File: src/rtl/bsd_pkg.sv
// Package of types and constants for the shifter and saturating double-add datapath
package bsd_pkg;

  localparam int unsigned DATA_W = 32;
  localparam int unsigned LEN_W = 8;
  localparam int unsigned ADDR_W = 8;

  // Shift-length limits for immediate forms
  localparam logic [LEN_W-1:0] LEN_MAX_RIGHT = 8'h20;
  localparam logic [LEN_W-1:0] LEN_MAX_LEFT_ROT = 8'h1F;
  localparam logic [LEN_W-1:0] LEN_WORD = 8'h20;

  // Register offsets (byte addresses)
  localparam logic [ADDR_W-1:0] OFF_FLAGS = 8'h00;
  localparam logic [ADDR_W-1:0] OFF_IRQ_STATUS = 8'h04;
  localparam logic [ADDR_W-1:0] OFF_IRQ_MASK = 8'h08;
  localparam logic [ADDR_W-1:0] OFF_LAST_RESULT = 8'h0C;

  // Field positions
  localparam int unsigned FLAG_CARRY_BIT = 0;
  localparam int unsigned FLAG_SAT_BIT = 1;
  localparam int unsigned EV_SAT_BIT = 0;
  localparam int unsigned EV_BADLEN_BIT = 1;
  localparam int unsigned EV_W = 2;

  // Reset values
  localparam logic [1:0] FLAGS_RST = 2'h0;
  localparam logic [EV_W-1:0] IRQ_STATUS_RST = 2'h0;
  localparam logic [EV_W-1:0] IRQ_MASK_RST = 2'h0;

  // Signed saturation bounds
  localparam logic [DATA_W-1:0] SAT_MAX = 32'h7FFFFFFF;
  localparam logic [DATA_W-1:0] SAT_MIN = 32'h80000000;

  typedef enum logic [1:0] {
    BSD_OP_SHIFT,
    BSD_OP_DADD,
    BSD_OP_DSUB
  } bsd_op_e;

  typedef enum logic [2:0] {
    BSD_SH_LSL,
    BSD_SH_LSR,
    BSD_SH_ASR,
    BSD_SH_ROR,
    BSD_SH_RRX
  } bsd_shift_e;

  typedef struct packed {
    logic valid;
    bsd_op_e op;
    bsd_shift_e shift_type;
    logic [LEN_W-1:0] shift_len;
    logic imm_len;
    logic set_flags;
    logic standalone;
    logic [DATA_W-1:0] src_a;
    logic [DATA_W-1:0] src_b;
  } bsd_req_s;

  typedef struct packed {
    logic valid;
    logic dest_we;
    logic operand_valid;
    logic [DATA_W-1:0] data;
  } bsd_rsp_s;

endpackage : bsd_pkg

File: src/rtl/bsd_datapath.sv
// Barrel shifter and saturating double-add/subtract slice with flags and register port
// Operation
// - Right shifts accept length 1-32; left shift and rotate accept 1-31.
// - No shift or left shift by zero passes the source value through unchanged.
// - Only the shifted copy feeds the operation; the source register stays intact.
// - Standalone shifts write a destination; operand shifts go to the consumer.
// - Every flag-setting shift updates carry, except a shift of length zero other than rotate right with extend.
// - Arithmetic right shift fills vacated top bits with the original sign bit.
// - Arithmetic right shift equals division by power of two, rounded down.
// - Flag-setting arithmetic right shift puts last bit shifted out into carry.
// - Arithmetic right shift by 32 or more gives all bits equal to bit 31.
// - Such a shift updating carry loads carry with original bit 31.
// - Logical right shift clears the vacated top bits to zero.
// - Rotate right with extend rotates one bit through the carry flag.
// - Double-add: saturate doubled second operand, add first, saturate, write.
// - Double-sub: saturate doubled second operand, subtract from first, saturate.
// - Doubling and add/sub each clamp to the signed 32-bit range.
// - Any clamp sets the sticky saturation flag; otherwise it stays unchanged.
`timescale 1ns/1ps

module bsd_datapath (
  input wire logic clk,
  input wire logic rst,
  input wire bsd_pkg::bsd_req_s req,
  output bsd_pkg::bsd_rsp_s rsp,
  output logic [1:0] program_status_flags,
  input wire logic [bsd_pkg::ADDR_W-1:0] reg_addr,
  input wire logic [bsd_pkg::DATA_W-1:0] reg_wdata,
  input wire logic reg_wr,
  input wire logic reg_rd,
  output logic [bsd_pkg::DATA_W-1:0] reg_rdata,
  output logic irq
);
  import bsd_pkg::*;

  // Returns {update, carry, result}
  function automatic logic [DATA_W+1:0] shift_f(
    input bsd_shift_e kind,
    input logic [DATA_W-1:0] a,
    input logic [LEN_W-1:0] len,
    input logic cin
  );
    logic [2*DATA_W-1:0] w;
    logic [DATA_W-1:0] res;
    logic c;
    logic upd;
    w = '0;
    res = a;
    c = cin;
    upd = 1'b0;
    if (kind == BSD_SH_RRX) begin
      res = {cin, a[DATA_W-1:1]};
      c = a[0];
      upd = 1'b1;
    end else if (len != '0) begin
      upd = 1'b1;
      unique case (kind)
        BSD_SH_LSL: begin
          if (len < LEN_WORD) begin
            w = {32'h0, a} << len[4:0];
            res = w[DATA_W-1:0];
            c = w[DATA_W];
          end else begin
            res = '0;
            c = (len == LEN_WORD) ? a[0] : 1'b0;
          end
        end
        BSD_SH_LSR: begin
          if (len < LEN_WORD) begin
            w = {a, 32'h0} >> len[4:0];
            res = w[2*DATA_W-1:DATA_W];
            c = w[DATA_W-1];
          end else begin
            res = '0;
            c = (len == LEN_WORD) ? a[DATA_W-1] : 1'b0;
          end
        end
        BSD_SH_ASR: begin
          if (len < LEN_WORD) begin
            // Signed shift keeps the floor-division meaning for negatives
            w = $signed({a, 32'h0}) >>> len[4:0];
            res = w[2*DATA_W-1:DATA_W];
            c = w[DATA_W-1];
          end else begin
            res = {DATA_W{a[DATA_W-1]}};
            c = a[DATA_W-1];
          end
        end
        BSD_SH_ROR: begin
          if (len[4:0] == 5'h00) begin
            res = a;
            c = a[DATA_W-1];
          end else begin
            w = {a, a} >> len[4:0];
            res = w[DATA_W-1:0];
            c = w[DATA_W-1];
          end
        end
        default: begin
          res = a;
          c = cin;
        end
      endcase
    end
    return {upd, c, res};
  endfunction : shift_f

  // Returns {clamped, value}
  function automatic logic [DATA_W:0] sat_f(input logic [DATA_W:0] v);
    logic [DATA_W:0] r;
    r = {1'b0, v[DATA_W-1:0]};
    if (v[DATA_W] != v[DATA_W-1]) begin
      r = {1'b1, v[DATA_W] ? SAT_MIN : SAT_MAX};
    end
    return r;
  endfunction : sat_f

  logic carry_q;
  logic carry_d;
  logic sat_q;
  logic sat_d;
  logic [EV_W-1:0] irq_status_q;
  logic [EV_W-1:0] irq_status_d;
  logic [EV_W-1:0] irq_mask_q;
  logic [DATA_W-1:0] last_result_q;
  logic [DATA_W-1:0] rdata_q;
  bsd_rsp_s rsp_q;
  bsd_rsp_s rsp_d;

  // Shift path
  wire logic [DATA_W+1:0] sh_out = shift_f(req.shift_type, req.src_a, req.shift_len, carry_q);
  wire logic sh_upd = sh_out[DATA_W+1];
  wire logic sh_carry = sh_out[DATA_W];
  wire logic [DATA_W-1:0] sh_res = sh_out[DATA_W-1:0];
  wire logic is_shift = req.valid && (req.op == BSD_OP_SHIFT);
  wire logic carry_wr_hw = is_shift && req.set_flags && sh_upd;

  // Immediate lengths outside the legal range are still executed, but flagged
  wire logic right_kind = (req.shift_type == BSD_SH_LSR) || (req.shift_type == BSD_SH_ASR);
  wire logic left_kind = (req.shift_type == BSD_SH_LSL) || (req.shift_type == BSD_SH_ROR);
  wire logic len_bad = req.imm_len &&
    ((right_kind && req.shift_len > LEN_MAX_RIGHT) ||
     (left_kind && req.shift_len > LEN_MAX_LEFT_ROT));
  wire logic ev_badlen = is_shift && len_bad;

  // Saturating double then add or subtract
  wire logic [DATA_W:0] dbl_sat = sat_f({req.src_b, 1'b0});
  wire logic [DATA_W-1:0] dbl_val = dbl_sat[DATA_W-1:0];
  wire logic [DATA_W:0] ext_a = {req.src_a[DATA_W-1], req.src_a};
  wire logic [DATA_W:0] ext_d = {dbl_val[DATA_W-1], dbl_val};
  wire logic is_dadd = req.valid && (req.op == BSD_OP_DADD);
  wire logic is_dsub = req.valid && (req.op == BSD_OP_DSUB);
  wire logic [DATA_W:0] raw_sum = ext_a + ext_d;
  wire logic [DATA_W:0] raw_dif = ext_a - ext_d;
  wire logic [DATA_W:0] sum_sat = sat_f(is_dsub ? raw_dif : raw_sum);
  wire logic ev_sat = (is_dadd || is_dsub) && (dbl_sat[DATA_W] || sum_sat[DATA_W]);

  // Register decode
  wire logic wr_flags = reg_wr && (reg_addr == OFF_FLAGS);
  wire logic wr_status = reg_wr && (reg_addr == OFF_IRQ_STATUS);
  wire logic wr_mask = reg_wr && (reg_addr == OFF_IRQ_MASK);
  wire logic [EV_W-1:0] ev_now = {ev_badlen, ev_sat};

  wire logic [DATA_W-1:0] rd_mux =
    (reg_addr == OFF_FLAGS) ? {30'h0, sat_q, carry_q} :
    (reg_addr == OFF_IRQ_STATUS) ? {30'h0, irq_status_q} :
    (reg_addr == OFF_IRQ_MASK) ? {30'h0, irq_mask_q} :
    (reg_addr == OFF_LAST_RESULT) ? last_result_q : 32'h0;

  // Hardware updates win over a software write in the same cycle
  always_comb begin
    carry_d = carry_q;
    sat_d = sat_q;
    if (wr_flags) begin
      carry_d = reg_wdata[FLAG_CARRY_BIT];
      sat_d = reg_wdata[FLAG_SAT_BIT];
    end
    if (carry_wr_hw) begin
      carry_d = sh_carry;
    end
    if (ev_sat) begin
      sat_d = 1'b1;
    end
  end

  always_comb begin
    irq_status_d = irq_status_q;
    if (wr_status) begin
      irq_status_d = irq_status_q & ~reg_wdata[EV_W-1:0];
    end
    irq_status_d = irq_status_d | ev_now;
  end

  always_comb begin
    rsp_d = '0;
    rsp_d.valid = req.valid;
    if (is_shift) begin
      rsp_d.data = sh_res;
      rsp_d.dest_we = req.standalone;
      rsp_d.operand_valid = !req.standalone;
    end else if (is_dadd || is_dsub) begin
      rsp_d.data = sum_sat[DATA_W-1:0];
      rsp_d.dest_we = 1'b1;
    end
  end

  always_ff @(posedge clk) begin
    if (rst) begin
      carry_q <= FLAGS_RST[FLAG_CARRY_BIT];
      sat_q <= FLAGS_RST[FLAG_SAT_BIT];
    end else begin
      carry_q <= carry_d;
      sat_q <= sat_d;
    end
  end

  always_ff @(posedge clk) begin
    if (rst) begin
      irq_status_q <= IRQ_STATUS_RST;
      irq_mask_q <= IRQ_MASK_RST;
    end else begin
      irq_status_q <= irq_status_d;
      if (wr_mask) begin
        irq_mask_q <= reg_wdata[EV_W-1:0];
      end
    end
  end

  always_ff @(posedge clk) begin
    if (rst) begin
      rsp_q <= '0;
      last_result_q <= '0;
    end else begin
      rsp_q <= rsp_d;
      if (req.valid) begin
        last_result_q <= rsp_d.data;
      end
    end
  end

  // Read data stands only in the cycle after the strobe
  always_ff @(posedge clk) begin
    if (rst) begin
      rdata_q <= '0;
    end else begin
      rdata_q <= reg_rd ? rd_mux : 32'h0;
    end
  end

  assign rsp = rsp_q;
  assign program_status_flags = {sat_q, carry_q};
  assign reg_rdata = rdata_q;
  assign irq = |(irq_status_q & irq_mask_q);

endmodule : bsd_datapath

File: config.mk
export PLATFORM = sky130hd
export DESIGN_NAME = bsd_datapath
export DESIGN_NICKNAME = d
export VERILOG_FILES = /design/src/rtl/bsd_pkg.sv /design/src/rtl/bsd_datapath.sv
export SDC_FILE = /design/constraint.sdc
export NUM_CORES = 1
export LEC_CHECK = 0
export BUFFER_PORTS_ARGS = -buffer_cell sky130_fd_sc_hd__buf_4
export CAP_MARGIN = 15
export CORE_ASPECT_RATIO = 2
export CORE_UTILIZATION = 40
export CTS_CLUSTER_DIAMETER = 80
export CTS_CLUSTER_SIZE = 30
export DETAILED_ROUTE_END_ITERATION = 8
export GPL_TIMING_DRIVEN = 0
export PLACE_DENSITY_LB_ADDON = 0.05
export SYNTH_ARGS = -nofsm -noshare
export SYNTH_HDL_FRONTEND = slang
export SYNTH_SLANG_ARGS = --single-unit
export TNS_END_PERCENT = 1
File: constraint.sdc
create_clock -name clk -period 20.5 [get_ports clk]
set_input_delay 3.075 -clock clk [delete_from_list [all_inputs] [get_ports clk]]
set_output_delay 3.075 -clock clk [all_outputs]
set_load 0.05 [all_outputs]
==> out/results.tsv, run 1 <==
stage	metric	value	unit
cts	H-tree levels	3	
synth	Adder-Cell Fraction of Synth Area	3.55	%
cts	CTS Buf Count	9	
synth	post-synthesis cell count	1825	
global_route	vias in the first global route	18500	
synth	commonest cells in the synthesized netlist	nand2_1, nor2_1, a21oi_1, o21ai_0, clkbuf_1	
synth	Yosys reg bits	105	
synth	Synth Area in Compound Gates	29.5	%
floorplanning	Std-Cell Rows	94	
synth	Synth top area share	15.5	%
synth	syn avg cell area	7.41	um^2
global_route	GR Util All Layers	53.7	%
synth	unique cell type count in the Yosys netlist	82	
synth	Synth Flop Type	dfxtp_1	
global_route	GRT overflow	17	
synth	count leader, synth	nand2_1	
global_route	largest net degree at the start of global routing	23	
cts	CTS root buffer	clkbuf_16	
floorplanning	Starting Density	40.9	%
outcome	status	stopped before the end	
synth	Mapped Nets	1987	
synth	simple-gate share of the synthesized area	22.0	%
synth	multiplexer area fraction after synthesis	19.8	%
outcome	Failed at	global routing (5_1_grt)	
cts	# hold bufs at CTS	0	
place	pre-CTS WS	9.20	ns
cts	clk buf depth	2	
synth	Synth area leaders	dfxtp_1, mux4_2, a21oi_1	
floorplanning	DIE WIDTH	132	um
cts	Setup Fix Bufs, Post-CTS	0	
outcome	error msg	[ERROR GRT-0116] Global routing finished with congestion. Check the congestion regions in the DRC Viewer.	
cts	cts repair resizes	0	
synth	register area share after synthesis	15.5	%
synth	Mapped Area	0.0135	mm^2
floorplanning	Ports	195	
synth	fraction of registers with async set/reset	0	%
synth	synth warn	0	
global_route	first-pass GRT wire length	133	mm
place	GP Congestion	1.13	
place	dpl hpwl	71.9	mm
floorplanning	Die Span Y	262	um
place	IO Port Bufs	160	
cts	clock tree sinks	105	
synth	XOR/XNOR share of the synthesized area	3.62	%
synth	Post-synth EDFFs	0	
synth	Synth area leader	dfxtp_1	
synth	largest family of logic cells by synthesized area	compound AO/OA/AOI/OAI gates	
[cell families after synthesis]
kind of cell | after synthesis
compound gates | 617
xor+xnor | 55
fa+ha+maj | 38
buf+inv | 206
flops | 105
mux | 169
simple gates | 635
[stage by stage]
| stage | utilization (%) | instances | instance area, um^2 | hold WS [ns] |
|---|---|---|---|---|
| CTS | 47.3 | 2436 | 15600 | 0.453 |
| detailed placement | 46.3 | 2420 | 15300 | 0.441 |
| global placement | 46.2 | 2417 | 15300 | 0.436 |
| floorplan | - | 1825 | 13500 | 0.421 |
[routing by layer]
metal	overflow	GRT usage (%)
met2	10	82.7
met1	0	53.4
met3	0	20.5
met4	7	58.9
met5	0	0.417
==> inputs of run 2 (changes only) <==
- CORE_ASPECT_RATIO: 2 -> default
- CORE_UTILIZATION: 40 -> 25
- CTS_CLUSTER_DIAMETER: 80 -> default
- CTS_CLUSTER_SIZE: 30 -> default
- PLACE_DENSITY_LB_ADDON: 0.05 -> 0.15
==> run 2 against run 1 <==
Against the previous run:
- the run now ends clean
- synthesized area unchanged
- synthesized cell count did not move
==> out/results.tsv, run 2 <==
stage	metric	value	unit	change
global_route	largest net degree at the start of global routing	21		
place	IO Port Bufs	160		unchanged
setup_path	Crit Path Category	in -> reg		
floorplanning	Ports	195		unchanged
floorplanning	core footprint	0.0530	mm^2	
floorplanning	die area	0.0550	mm^2	
routing	WL final	96.6	mm	
synth	Mapped Nets	1987		unchanged
sta	count of pins over their slew limit	0		
routing	Pre-antenna DRT Iters	5		
final_layout	share of cells above drive strength 1	16.9	%	
floorplanning	DIE WIDTH	235	um	+78%
synth	Synth top area share	15.5	%	unchanged
routing	antenna-violating nets left	0		
place	dpl hpwl	76.5	mm	+6.4%
synth	Synth area leaders	dfxtp_1, mux4_2, a21oi_1		
final_layout	fin nets	2169		
worst_hold_path	type of the worst min-delay path	reg -> reg		
global_route	GR Util All Layers	34.5	%	
setup_path	slowest stage delay, CP	0.72	ns	
place	GP Congestion	1.04		-8.3%
cts	clock tree sinks	105		unchanged
synth	fraction of registers with async set/reset	0	%	unchanged
routing	drt via density	6.28		
sta	fmax	0.0878	GHz	
synth	register area share after synthesis	15.5	%	unchanged
routing	Routed WL per cell	35.7	um	
sta	Slew HR	15.6	%	
cts	cts repair resizes	0		unchanged
synth	Synth Flop Type	dfxtp_1		
sta	Hold Fails Final Rpt	0		
cts	H-tree levels	3		unchanged
setup_path	slowest stage cell on the critical path	o31ai_1		
pwr	Leak Pwr	5.91	nW	
final_layout	fin util	30.2	%	
cts	CTS tree	built		
pwr	Cell Pwr Density	61.4	mW/mm^2	
final_layout	most common cell after layout, fill and taps aside	nand2_1		
synth	commonest cells in the synthesized netlist	nand2_1, nor2_1, a21oi_1, o21ai_0, clkbuf_1		
floorplanning	Starting Density	25.5	%	-15 points
cts	Clock Latency Late Sink	0.35	ns	
synth	Yosys reg bits	105		unchanged
synth	syn avg cell area	7.41	um^2	unchanged
setup_path	CP max FO	10		
routing	DRT iter0 DRCs	2108		
sta	final clock period utilization by the worst path	55.6	%	
routing	Remaining DRCs	0		
synth	unique cell type count in the Yosys netlist	82		unchanged
global_route	GRT overflow	0		
final_layout	Syn-to-layout area delta	18.3	%	
setup_path	Critical Path AT	11.64	ns	
sta	setup TNS	0	ns	
cts	Setup Fix Bufs, Post-CTS	0		unchanged
sta	skew final	0.00736	ns	
cts	CTS Buf Count	9		unchanged
setup_path	crit path launch type	input port		
floorplanning	Die Span Y	235	um	-10%
sta	clock period minus worst slack	11.39	ns	
synth	Synth area leader	dfxtp_1		
job	max-cap violations	0		
floorplanning	Std-Cell Rows	84		-11%
global_route	vias in the first global route	16000		
synth	post-synthesis cell count	1825		unchanged
outcome	status	finished, final reports clean		
cts	clk buf depth	2		unchanged
pwr	peak supply drop	0.0526	mV	
sta	final setup fails	0		
synth	Post-synth EDFFs	0		unchanged
cts	# hold bufs at CTS	0		unchanged
synth	count leader, synth	nand2_1		
sta	RSZ-0062 raised after global routing	no		
cts	CTS root buffer	clkbuf_16		
setup_path	most frequent CP cell	clkbuf_1		
cts	Worst-path clk slew	0.08	ns	
final_layout	final-layout fill cell count	5943		
routing	routed via count	17000		
final_layout	max reg flops	35		
global_route	initial antenna violation count	7		
final_layout	commonest cells after routing, fill and taps aside	nand2_1, nor2_1, buf_4		
sta	Tightest Pin Transition	1.27	ns	
setup_path	crit end category	register		
synth	synth warn	0		unchanged
global_route	first-pass GRT wire length	132	mm	
synth	Mapped Area	0.0135	mm^2	unchanged
setup_path	CP required	20.75	ns	
[run 2: cell counts after synthesis]
Identical to the previous run, type by type.
[run 2: path summary, 6_finish.rpt]
check | start | end | slack (ns) | cells after the start
setup / recovery | req[30] | rsp[1]$_SDFF_PP0_ | 9.11 | 31
hold / removal | last_result_q[10]$_SDFFE_PP0P_ | reg_rdata[10]$_SDFF_PP0_ | 0.45 | 1
setup reg to reg | carry_q$_SDFFE_PP0P_ | last_result_q[31]$_SDFFE_PP0P_ | 19.08 | 4
hold reg to reg | last_result_q[10]$_SDFFE_PP0P_ | reg_rdata[10]$_SDFF_PP0_ | 0.45 | 1
[run 2: report_power, final]
| part | switching, mW | internal [mW] | leakage, nW |
|---|---|---|---|
| combinational | 0.403 | 0.178 | 4.91 |
| clock | 0.0837 | 0.0861 | 0.144 |
| sequential | 0.00913 | 0.223 | 0.856 |
| total | 0.495 | 0.488 | 5.91 |
[run 2: area by class of cell]
type / count / area (um^2) / share of cell area (%)
flip-flops and latches: 105 / 2100 / 13.1
well taps: 688 / 861 / 5.38
repair buffers: 171 / 1300 / 8.10
clock buffers: 9 / 225 / 1.41
diodes: 2 / 5.00 / 0.0313
multi-input cells: 1514 / 10600 / 66.5
plain buffers: 179 / 703 / 4.39
clock inverters: 7 / 71.3 / 0.446
inverters: 27 / 101 / 0.633
[run 2: critical path: cells and delay by family]
kind | cells | cell delay, ns
adder cells (fa/ha/maj) | 3 | 0.86
buffers and inverters | 9 | 2.41
AND/OR/NAND/NOR | 8 | 2.04
XOR/XNOR | 1 | 0.64
AO/OA/AOI/OAI | 10 | 2.58
[run 2: layer usage]
layer / wire [um] / global-route usage (%)
met1: 44100 / 50.4
met2: 38400 / 48.4
met3: 10700 / 9.58
met4: 3440 / 10.1
met5: 0 / 0
[run 2: cell families after synthesis]
| group | Yosys count | share of synthesized area [%] |
|---|---|---|
| simple gates | 635 | 22.0 |
| compound gates | 617 | 29.5 |
| buf+inv | 206 | 5.95 |
| mux | 169 | 19.8 |
| flops | 105 | 15.5 |
| xor+xnor | 55 | 3.62 |
| fa+ha+maj | 38 | 3.55 |
[run 2: stage by stage]
stage               hold WS [ns]  cell area (um^2)  std cells  setup WS, ns  power, mW
finish                     0.455             16000       2702          9.11      0.983
floorplan                  0.421             13500       1825         11.74      0.568
global placement           0.442             15600       2673          9.18      0.796
CTS                        0.459             16000       2697          9.38      0.963
detailed placement         0.439             15700       2681          9.06      0.793
global route               0.470             16000       2700          8.62       1.02
No activity file was read; power rests on OpenSTA's default activity.
